File: config.mk
export PLATFORM = sky130hd
export DESIGN_NAME = asp_top
export DESIGN_NICKNAME = d
export VERILOG_FILES = /design/src/logic/asp_pkg.sv /design/src/logic/asp_top.sv
export SDC_FILE = /design/constraint.sdc
export NUM_CORES = 1
export LEC_CHECK = 0
export BUFFER_PORTS_ARGS = -buffer_cell sky130_fd_sc_hd__buf_4
export CORE_UTILIZATION = 49
export DETAILED_ROUTE_END_ITERATION = 10
export PLACE_DENSITY = 0.82
export SLEW_MARGIN = 0
export SYNTH_ARGS = -nofsm -noshare
export SYNTH_HDL_FRONTEND = slang
export SYNTH_SLANG_ARGS = --single-unit
File: constraint.sdc
create_clock -name ref_clk -period 2.6 [get_ports ref_clk]
set_input_delay 0.13 -clock ref_clk [delete_from_list [all_inputs] [get_ports ref_clk]]
set_output_delay 0.13 -clock ref_clk [all_outputs]
set_load 0.05 [all_outputs]
File: src/logic/asp_pkg.sv
// Constants, register map and state types of the async serial port
`default_nettype none
package asp_pkg;
   localparam int ASP_AW = 5;
   localparam logic [ASP_AW-1:0] ASP_OFS_DATA = 5'h00;
   localparam logic [ASP_AW-1:0] ASP_OFS_CTRL1 = 5'h04;
   localparam logic [ASP_AW-1:0] ASP_OFS_CTRL2 = 5'h08;
   localparam logic [ASP_AW-1:0] ASP_OFS_STATUS = 5'h0C;
   localparam logic [ASP_AW-1:0] ASP_OFS_BAUD = 5'h10;
   localparam logic [1:0] ASP_RESP_OKAY = 2'h0;
   localparam logic [1:0] ASP_RESP_SLVERR = 2'h2;
   localparam logic [7:0] ASP_CTRL1_RST = 8'h00;
   localparam logic [7:0] ASP_CTRL2_RST = 8'h00;
   localparam logic [4:0] ASP_BAUD_RST = 5'h00;
   localparam logic [3:0] ASP_RT_PER_BIT = 4'hF;
   localparam logic [3:0] ASP_RT_V1 = 4'h3;
   localparam logic [3:0] ASP_RT_V2 = 4'h5;
   localparam logic [3:0] ASP_RT_V3 = 4'h7;
   localparam logic [3:0] ASP_RT_S1 = 4'h8;
   localparam logic [3:0] ASP_RT_S2 = 4'h9;
   localparam logic [3:0] ASP_RT_S3 = 4'hA;
   localparam logic [3:0] ASP_RT_LAST = 4'h0;
   localparam logic [3:0] ASP_BITS8 = 4'hA;
   localparam logic [3:0] ASP_BITS9 = 4'hB;
   localparam int ASP_C1_R8 = 7;
   localparam int ASP_C1_T8 = 6;
   localparam int ASP_C1_M = 4;
   localparam int ASP_C1_WAKE = 3;
   localparam int ASP_C2_TIE = 7;
   localparam int ASP_C2_TCIE = 6;
   localparam int ASP_C2_RIE = 5;
   localparam int ASP_C2_ILIE = 4;
   localparam int ASP_C2_TE = 3;
   localparam int ASP_C2_RE = 2;
   localparam int ASP_C2_RWU = 1;
   localparam int ASP_C2_SBK = 0;
   localparam int ASP_ST_TDRE = 7;
   localparam int ASP_ST_TC = 6;
   localparam int ASP_ST_RX_FULL_FLAG = 5;
   localparam int ASP_ST_IDLE = 4;
   localparam int ASP_ST_OR = 3;
   localparam int ASP_ST_NF = 2;
   localparam int ASP_ST_FE = 1;
   typedef enum logic [1:0] {ASP_R_IDLE, ASP_R_START, ASP_R_BITS,
      ASP_R_FWAIT} asp_rx_state_t;
   typedef enum logic [0:0] {ASP_T_IDLE, ASP_T_SHIFT} asp_tx_state_t;
   typedef struct packed {
      logic tdre;
      logic tc;
      logic rx_full_flag;
      logic idle;
      logic ovr;
      logic nf;
      logic fe;
   } asp_flags_t;
endpackage : asp_pkg
`default_nettype wire

File: src/logic/asp_top.sv
// Async serial port with AXI4-Lite register slave
`default_nettype none
module asp_top
(
   input wire logic ref_clk, // 10 MHz clock
   input wire logic reset_n, // Async reset, active low
   input wire logic [asp_pkg::ASP_AW-1:0] s_axi_awaddr, // Write address
   input wire logic s_axi_awvalid, // Write address valid
   output logic s_axi_awready, // Write address ready
   input wire logic [31:0] s_axi_wdata, // Write data
   input wire logic [3:0] s_axi_wstrb, // Write byte strobes
   input wire logic s_axi_wvalid, // Write data valid
   output logic s_axi_wready, // Write data ready
   output logic [1:0] s_axi_bresp, // Write response
   output logic s_axi_bvalid, // Write response valid
   input wire logic s_axi_bready, // Write response ready
   input wire logic [asp_pkg::ASP_AW-1:0] s_axi_araddr, // Read address
   input wire logic s_axi_arvalid, // Read address valid
   output logic s_axi_arready, // Read address ready
   output logic [31:0] s_axi_rdata, // Read data
   output logic [1:0] s_axi_rresp, // Read response
   output logic s_axi_rvalid, // Read data valid
   input wire logic s_axi_rready, // Read data ready
   input wire logic serial_rx_pin, // Serial line in
   output logic serial_tx_pin, // Serial line out
   output logic irq // Port interrupt, active high level
);
   import asp_pkg::*;

   typedef struct packed {
      logic rx_s1;
      logic rx_s2;
      logic awready;
      logic wready;
      logic bvalid;
      logic [1:0] bresp;
      logic aw_got;
      logic w_got;
      logic [ASP_AW-1:0] waddr;
      logic [7:0] wdata;
      logic wstrb0;
      logic arready;
      logic rvalid;
      logic [1:0] rresp;
      logic [31:0] rdata;
      logic [7:0] ctrl1;
      logic [7:0] ctrl2;
      logic [4:0] baud;
      asp_flags_t fl;
      logic [7:0] tx_data;
      logic [7:0] rx_data;
      logic [4:0] rt_div;
      asp_rx_state_t rs;
      logic [3:0] rx_rt;
      logic [3:0] rx_bit;
      logic [1:0] vhigh;
      logic [2:0] smp;
      logic rx_noise;
      logic [8:0] rx_sh;
      logic armed;
      logic [7:0] idle_cnt;
      logic idle_pend;
      asp_tx_state_t ts;
      logic [3:0] tx_rt;
      logic [3:0] tx_bit;
      logic [10:0] tx_sh;
      logic tx_pin;
      logic irq;
   } asp_state_t;

   asp_state_t s;
   asp_state_t next_s;

   function automatic logic asp_major(input logic [2:0] v);
      asp_major = (v[0] & v[1]) | (v[0] & v[2]) | (v[1] & v[2]);
   endfunction : asp_major

   function automatic logic asp_mapped(input logic [ASP_AW-1:0] a);
      if (a == ASP_OFS_DATA)
         asp_mapped = 1'b1;
      else if (a == ASP_OFS_CTRL1)
         asp_mapped = 1'b1;
      else if (a == ASP_OFS_CTRL2)
         asp_mapped = 1'b1;
      else if (a == ASP_OFS_STATUS)
         asp_mapped = 1'b1;
      else if (a == ASP_OFS_BAUD)
         asp_mapped = 1'b1;
      else
         asp_mapped = 1'b0;
   endfunction : asp_mapped

   logic line;
   logic rt_tick;
   logic tx_tick;
   logic nine;
   logic [3:0] nbits;
   logic [7:0] idle_target;
   logic maj;
   logic disagree;
   logic brk;
   logic accept;
   logic tx_go;
   logic [10:0] tx_frame;
   logic [7:0] sbits;

   always_comb
   begin
      next_s = s;
      line = s.rx_s2;
      nine = s.ctrl1[ASP_C1_M];
      nbits = nine ? ASP_BITS9 : ASP_BITS8;
      idle_target = {nbits, 4'h0} - 8'h01;
      rt_tick = (s.rt_div == s.baud);
      tx_tick = rt_tick && (s.tx_rt == ASP_RT_PER_BIT);
      maj = asp_major(s.smp);
      disagree = (s.smp != 3'h0) && (s.smp != 3'h7);
      brk = 1'b0;
      accept = 1'b0;
      tx_go = 1'b0;
      tx_frame = 11'h000;
      sbits = {s.fl.tdre, s.fl.tc, s.fl.rx_full_flag, s.fl.idle, s.fl.ovr,
         s.fl.nf, s.fl.fe, 1'b0};

      // Pin synchroniser
      next_s.rx_s1 = serial_rx_pin;
      next_s.rx_s2 = s.rx_s1;

      // Bus: read channel
      if (s.arready && s_axi_arvalid)
      begin
         next_s.arready = 1'b0;
         next_s.rvalid = 1'b1;
         next_s.rresp = asp_mapped(s_axi_araddr) ? ASP_RESP_OKAY
            : ASP_RESP_SLVERR;
         next_s.rdata = 32'h0000_0000;
         if (s_axi_araddr == ASP_OFS_DATA)
         begin
            next_s.rdata[7:0] = s.rx_data;
            next_s.fl.rx_full_flag = 1'b0;
         end
         else if (s_axi_araddr == ASP_OFS_CTRL1)
            next_s.rdata[7:0] = s.ctrl1;
         else if (s_axi_araddr == ASP_OFS_CTRL2)
            next_s.rdata[7:0] = s.ctrl2;
         else if (s_axi_araddr == ASP_OFS_STATUS)
            next_s.rdata[7:0] = sbits;
         else if (s_axi_araddr == ASP_OFS_BAUD)
            next_s.rdata[4:0] = s.baud;
      end
      if (s.rvalid && s_axi_rready)
      begin
         next_s.rvalid = 1'b0;
         next_s.arready = 1'b1;
      end

      // Bus: write channels, taken in either order
      if (s.awready && s_axi_awvalid)
      begin
         next_s.awready = 1'b0;
         next_s.aw_got = 1'b1;
         next_s.waddr = s_axi_awaddr;
      end
      if (s.wready && s_axi_wvalid)
      begin
         next_s.wready = 1'b0;
         next_s.w_got = 1'b1;
         next_s.wdata = s_axi_wdata[7:0];
         next_s.wstrb0 = s_axi_wstrb[0];
      end
      if (s.aw_got && s.w_got && !s.bvalid)
      begin
         next_s.aw_got = 1'b0;
         next_s.w_got = 1'b0;
         next_s.bvalid = 1'b1;
         next_s.bresp = asp_mapped(s.waddr) ? ASP_RESP_OKAY
            : ASP_RESP_SLVERR;
         if (s.wstrb0)
         begin
            if (s.waddr == ASP_OFS_DATA)
            begin
               next_s.tx_data = s.wdata;
               next_s.fl.tdre = 1'b0;
               next_s.fl.tc = 1'b0;
            end
            else if (s.waddr == ASP_OFS_CTRL1)
            begin
               next_s.ctrl1[ASP_C1_T8] = s.wdata[ASP_C1_T8];
               next_s.ctrl1[ASP_C1_M] = s.wdata[ASP_C1_M];
               next_s.ctrl1[ASP_C1_WAKE] = s.wdata[ASP_C1_WAKE];
            end
            else if (s.waddr == ASP_OFS_CTRL2)
               next_s.ctrl2 = s.wdata;
            else if (s.waddr == ASP_OFS_STATUS)
            begin
               if (s.wdata[ASP_ST_IDLE])
                  next_s.fl.idle = 1'b0;
               if (s.wdata[ASP_ST_OR])
                  next_s.fl.ovr = 1'b0;
               if (s.wdata[ASP_ST_NF])
                  next_s.fl.nf = 1'b0;
               if (s.wdata[ASP_ST_FE])
                  next_s.fl.fe = 1'b0;
            end
            else if (s.waddr == ASP_OFS_BAUD)
            begin
               next_s.baud = s.wdata[4:0];
               next_s.rt_div = 5'h00;
            end
         end
      end
      if (s.bvalid && s_axi_bready)
      begin
         next_s.bvalid = 1'b0;
         next_s.awready = 1'b1;
         next_s.wready = 1'b1;
      end

      // Sample tick divider
      if (rt_tick)
         next_s.rt_div = 5'h00;
      else if (!(s.bvalid == 1'b0 && s.aw_got && s.w_got
         && s.waddr == ASP_OFS_BAUD && s.wstrb0))
         next_s.rt_div = s.rt_div + 5'h01;

      // Receiver, one step per sample tick
      if (!s.ctrl2[ASP_C2_RE])
      begin
         next_s.rs = ASP_R_IDLE;
         next_s.armed = 1'b0;
         next_s.idle_cnt = 8'h00;
      end
      else if (rt_tick)
      begin
         // Idle string detection and idle-line wake-up
         if (!line)
            next_s.idle_cnt = 8'h00;
         else if (s.idle_cnt != 8'hFF)
            next_s.idle_cnt = s.idle_cnt + 8'h01;
         if (line && s.idle_cnt == idle_target)
         begin
            if (s.ctrl2[ASP_C2_RWU] && !s.ctrl1[ASP_C1_WAKE])
               next_s.ctrl2[ASP_C2_RWU] = 1'b0;
            else if (!s.ctrl2[ASP_C2_RWU] && s.idle_pend)
               next_s.fl.idle = 1'b1;
            next_s.idle_pend = 1'b0;
         end
         next_s.rx_rt = s.rx_rt + 4'h1;
         if (s.rx_rt == ASP_RT_S1)
            next_s.smp[0] = line;
         if (s.rx_rt == ASP_RT_S2)
            next_s.smp[1] = line;
         if (s.rx_rt == ASP_RT_S3)
            next_s.smp[2] = line;
         case (s.rs)
            ASP_R_IDLE:
            begin
               if (!s.armed)
                  next_s.armed = line;
               else if (!line)
               begin
                  next_s.rs = ASP_R_START;
                  next_s.rx_rt = 4'h2;
                  next_s.vhigh = 2'h0;
                  next_s.rx_noise = 1'b0;
               end
            end
            ASP_R_START:
            begin
               if (s.rx_rt == ASP_RT_V1 || s.rx_rt == ASP_RT_V2
                  || s.rx_rt == ASP_RT_V3)
                  next_s.vhigh = s.vhigh + {1'b0, line};
               if (s.rx_rt == ASP_RT_V3)
               begin
                  if ((s.vhigh + {1'b0, line}) >= 2'h2)
                     next_s.rs = ASP_R_IDLE;
                  else if ((s.vhigh + {1'b0, line}) != 2'h0)
                     next_s.rx_noise = 1'b1;
               end
               if (s.rx_rt == ASP_RT_S3)
               begin
                  if (asp_major({line, s.smp[1:0]}))
                     next_s.rs = ASP_R_IDLE;
                  else if (line != s.smp[0] || line != s.smp[1])
                     next_s.rx_noise = 1'b1;
               end
               if (s.rx_rt == ASP_RT_LAST)
               begin
                  next_s.rs = ASP_R_BITS;
                  next_s.rx_bit = 4'h1;
               end
            end
            ASP_R_BITS:
            begin
               if (s.rx_rt == ASP_RT_S3)
               begin
                  maj = asp_major({line, s.smp[1:0]});
                  disagree = (line != s.smp[0]) || (line != s.smp[1]);
                  if (disagree)
                     next_s.rx_noise = 1'b1;
                  if (s.rx_bit != nbits - 4'h1)
                     next_s.rx_sh = {maj, s.rx_sh[8:1]};
                  else
                  begin
                     // Stop bit position reached
                     brk = !maj && (s.rx_sh == 9'h000)
                        && (nine || !s.rx_sh[8]);
                     accept = !s.ctrl2[ASP_C2_RWU];
                     if (s.ctrl2[ASP_C2_RWU] && s.ctrl1[ASP_C1_WAKE]
                        && s.rx_sh[8])
                     begin
                        next_s.ctrl2[ASP_C2_RWU] = 1'b0;
                        accept = 1'b1;
                     end
                     if (accept)
                     begin
                        next_s.idle_pend = 1'b1;
                        if (s.fl.rx_full_flag && next_s.fl.rx_full_flag)
                           next_s.fl.ovr = 1'b1;
                        else
                        begin
                           next_s.rx_data = nine ? s.rx_sh[7:0]
                              : s.rx_sh[8:1];
                           next_s.ctrl1[ASP_C1_R8] = s.rx_sh[8];
                           next_s.fl.rx_full_flag = 1'b1;
                           next_s.fl.nf = s.rx_noise || disagree;
                           next_s.fl.fe = !maj;
                        end
                     end
                     if (maj)
                        next_s.rs = ASP_R_IDLE;
                     else if (brk)
                     begin
                        next_s.rs = ASP_R_IDLE;
                        next_s.armed = 1'b0;
                     end
                     else
                        next_s.rs = ASP_R_FWAIT;
                  end
               end
               if (s.rx_rt == ASP_RT_LAST)
                  next_s.rx_bit = s.rx_bit + 4'h1;
            end
            ASP_R_FWAIT:
            begin
               // Qualifiers forced high: next start no earlier than due
               if (s.rx_rt == ASP_RT_LAST)
               begin
                  next_s.rs = ASP_R_IDLE;
                  next_s.armed = 1'b1;
               end
            end
            default:
               next_s.rs = ASP_R_IDLE;
         endcase
      end

      // Transmitter, bit step every sixteen sample ticks
      if (rt_tick)
         next_s.tx_rt = s.tx_rt + 4'h1;
      tx_go = s.ctrl2[ASP_C2_TE] && (!s.fl.tdre || s.ctrl2[ASP_C2_SBK]);
      if (!s.fl.tdre)
         tx_frame = {1'b1, nine ? s.ctrl1[ASP_C1_T8] : 1'b1, s.tx_data,
            1'b0};
      else
         tx_frame = 11'h000;
      case (s.ts)
         ASP_T_IDLE:
         begin
            next_s.tx_pin = 1'b1;
            if (tx_tick && tx_go)
            begin
               next_s.ts = ASP_T_SHIFT;
               next_s.tx_sh = tx_frame;
               next_s.tx_pin = tx_frame[0];
               next_s.tx_bit = 4'h0;
               next_s.fl.tdre = 1'b1;
            end
         end
         ASP_T_SHIFT:
         begin
            if (tx_tick)
            begin
               if (s.tx_bit == nbits - 4'h1)
               begin
                  if (tx_go)
                  begin
                     next_s.tx_sh = tx_frame;
                     next_s.tx_pin = tx_frame[0];
                     next_s.tx_bit = 4'h0;
                     next_s.fl.tdre = 1'b1;
                  end
                  else
                  begin
                     next_s.ts = ASP_T_IDLE;
                     next_s.tx_pin = 1'b1;
                     next_s.fl.tc = 1'b1;
                  end
               end
               else
               begin
                  next_s.tx_sh = {1'b1, s.tx_sh[10:1]};
                  next_s.tx_pin = s.tx_sh[1];
                  next_s.tx_bit = s.tx_bit + 4'h1;
               end
            end
         end
         default:
            next_s.ts = ASP_T_IDLE;
      endcase

      // Interrupt output from four enables
      next_s.irq = (next_s.ctrl2[ASP_C2_TIE] && next_s.fl.tdre)
         || (next_s.ctrl2[ASP_C2_TCIE] && next_s.fl.tc)
         || (next_s.ctrl2[ASP_C2_RIE] && (next_s.fl.rx_full_flag || next_s.fl.ovr))
         || (next_s.ctrl2[ASP_C2_ILIE] && next_s.fl.idle);
   end

   always_ff @(posedge ref_clk or negedge reset_n)
   begin
      if (!reset_n)
      begin
         s <= '0;
         s.rx_s1 <= 1'b1;
         s.rx_s2 <= 1'b1;
         s.awready <= 1'b1;
         s.wready <= 1'b1;
         s.arready <= 1'b1;
         s.ctrl1 <= ASP_CTRL1_RST;
         s.ctrl2 <= ASP_CTRL2_RST;
         s.baud <= ASP_BAUD_RST;
         s.fl.tdre <= 1'b1;
         s.fl.tc <= 1'b1;
         s.rs <= ASP_R_IDLE;
         s.ts <= ASP_T_IDLE;
         s.tx_pin <= 1'b1;
      end
      else
         s <= next_s;
   end

   assign s_axi_awready = s.awready;
   assign s_axi_wready = s.wready;
   assign s_axi_bresp = s.bresp;
   assign s_axi_bvalid = s.bvalid;
   assign s_axi_arready = s.arready;
   assign s_axi_rdata = s.rdata;
   assign s_axi_rresp = s.rresp;
   assign s_axi_rvalid = s.rvalid;
   assign serial_tx_pin = s.tx_pin;
   assign irq = s.irq;
endmodule : asp_top
`default_nettype wire

==> results.md <==
* Status: finished, final reports clean
* Layout cell share with drive strength beyond 1 at 24.11%
* Clk sinks at 133
* Reg2reg start: nine
* Worst hold endpoint: s_axi_rresp[1]
* Layout net count at 792
* Met2 WL at 8084 um
* WS Path Type: flip-flop to flip-flop
* Sequential area share after synthesis at 47.66%
* # H-tree levels at 4
* HP Class: primary input to flip-flop
* Placed instance area at 7357 um2
* CP bufs+invs at 1
* WP data arrival at 2.58 ns
* I/O pin count at 97
* Max clock buf depth at 2
* Post-synthesis register bit count at 133
* Clk_skew at 0.01132 ns
* Rel. slew slack at 44.33%
* Reg2reg path depth at 6
* Cell area power density at 949.5 nW/um2
* Synth Flop Type: dfrtp_1
* Clk root buf: clkbuf_16
* Final setup vio count at 0
* Die area at 14780 um2
* Crit path capture type: flip-flop
* Die Height at 121.6 um
* Initial drt markers at 473
* Post-route cell area at 8230 um2
* RSZ-0062 raised after global routing: no
* Async set or reset register ratio after synthesis at 100.0%
* First-pass GRT wire length at 26290 um
* Routed wl met3 at 704 um
* Final hold vios at 0
* Maximum VDD drop at 0.5143 mV
* Slowest-stage cell, CP: nor3_1
* Avg Vias per Cell at 5.786
* Leading cell type in the layout, fill and taps excluded: dfrtp_1
* Worst path cell trace: nor3b_1 > o21ai_1 > and2_1 > buf_4 > nor3_1 > a2bb2oi_1
* DRT met1 WL at 6683 um
* Area Growth Syn to Fin at 17.51%
* Number of buffers added for setup after CTS at 0
* Synthesized area per cell at 10.66 um2
* Initial antenna violation count at 0
* Largest net degree at the start of global routing at 134
* Maxcap violations at 0
* EDFF count, synth at 0
* Flop-to-flop setup slack at 0.30 ns
* Initial Util at 50.26%
* Vias in the first global route at 5296
* Achievable frequency at 0.4344 GHz
* Antenna Nets Post-Route at 0
* Routed len/inst at 17.38 um
* Setup TNS at 0 ns
* CTS tree: built
* Synth top area share at 44.66%
* FILL cells at 1067
* Worst Path Max Fanout at 10
* Crit-path leading delay family: simple AND/OR/NAND/NOR gates
* Inserted Clock Buffers at 17
* Fin crit period at 2.302 ns
* Slew @ Worst Pin at 0.8286 ns
* Worst path required time at 2.88 ns
* Die Width at 121.6 um
* Worst Hold Path Cells at 4
* Uppermost routed layer: met4
* Fin. max-slew vios at 0
* Worst path max stage delay at 0.54 ns
* Hold path start: s_axi_araddr[0]
* Mapped Cells at 657
* Worst-path clk slew at 0.06 ns
* Cell leakage power at 3.727 nW
* Synthesized cell area at 7004 um2
* Core Box Area at 13930 um2
* Area contributors post-synth: dfrtp_1, mux2_2, buf_4, nand2_1, o21ai_0
* Synth warn at 0
* Hold buffer count at CTS at 24
* Latest clock arrival within the worst-skew pair at 0.43 ns
* Period Utilization, post-route at 88.53%
* DRC Markers at 0
* Post-DP HPWL at 10560 um
* R2R Path End: s[12]
* Final wirelength at 15880 um
* Routability cong. at 0.8589
* GRT overflow at 0
* Synth area leader: dfrtp_1
* Pre-antenna DRT Iters at 5
* Startpoint types: flip-flop
* Hold Slack at 0.1087 ns
* Most frequent cells in the layout: dfrtp_1, nand2_1, mux2_2, buf_4, o21ai_0
* Gr usage total at 23.06%
* Post-CTS sizing at 0
* Vias at 5288
* Number of library cell types mapped by synthesis at 78
* Cell row count at 43
* Count of port buffers added during placement at 43
* N_diodes at 0
==> registers in the layout (all words and copies together) (netlist names) <==
signal and count:
s 113, s_axi_rdata 8, irq 1, line 1
next_s 1, nine 1, s_axi_arready 1, s_axi_awready 1
s_axi_bresp 1, s_axi_bvalid 1, s_axi_rresp 1, s_axi_rvalid 1
s_axi_wready 1, serial_tx_pin 1
==> how the worst max path moves through the flow <==
stage | end | depth (start not counted) | start | slack [ns]
final | s[12] | 6 | nine | 0.30
after global routing | s[12] | 6 | nine | 0.19
after CTS | s[12] | 6 | nine | 0.31
after detailed placement | s[32] | 5 | s[87] | 0.34
after global placement | s[37] | 5 | s[87] | 0.41
after floorplan | irq | 6 | s_axi_bvalid | 0.42
==> power by group <==
group	switching [mW]	leakage [nW]	total, mW	internal [mW]
clock	0.903	0.305	2.55	1.65
sequential	0.524	1.76	3.05	2.53
combinational	1.31	1.66	2.21	0.904
==> kinds of logic after synthesis <==
logic type      share of synthesized area [%]
simple gates                            15.45
flops                                   47.66
compound gates                          12.70
buf+inv                                 7.038
mux                                     12.45
fa+ha+maj                               3.037
xor+xnor                                1.608
other cells                           0.05354
==> Yosys cell counts, drive strengths merged, types with 5 or more instances <==
master / count
nand3: 33
nand4: 8
nand2: 68
ha: 17
a31oi: 9
and3: 6
inv: 24
mux2i: 14
a21oi: 13
nor2b: 5
o21ai: 54
dfrtp: 125
clkbuf: 15
o31ai: 7
nor3: 13
xnor2: 5
mux2: 59
a21boi: 5
nor2: 23
o22ai: 7
dfstp: 8
buf: 45
nand3b: 8
nor3b: 9
xor2: 7
a22o: 6
nor4: 5
==> layer usage <==
| layer | vias to the layer above | track usage (%) |
|---|---|---|
| met5 | - | 0 |
| met3 | 45 | 4.260 |
| li1 | 2434 | - |
| met1 | 2623 | 28.67 |
| met4 | 0 | 9.722 |
| met2 | 186 | 39.38 |
==> worst min-delay path: cells and delay by family <==
kind	cells	cell delay (ns)
AOI/OAI and AO/OA	2	0.23
buffers and inverters	1	0.09
and+or+nand+nor	1	0.04
==> final cells by class <==
class,count,area [um2],area share [%]
Timing Repair Buffer,80,673.1,8.179
Inverter,25,93.84,1.140
Tap cell,180,225.2,2.736
Sequential cell,133,3338,40.56
Clock buffer,19,452.9,5.503
Multi-Input combinational cell,464,3267,39.69
Clock inverter,13,180.2,2.189
==> metrics by stage <==
step	power [mW]	worst slack (ns)	util, %	instances
3_5_place_dp	5.201	0.3438	52.80	858
2_1_floorplan	4.588	0.4237	-	682
5_1_grt	8.165	0.1872	59.06	914
3_3_place_gp	5.064	0.4096	52.80	858
4_1_cts	7.806	0.3142	59.06	914
6_report	7.814	0.2981	59.06	914
(Power assumes the default switching activity.)
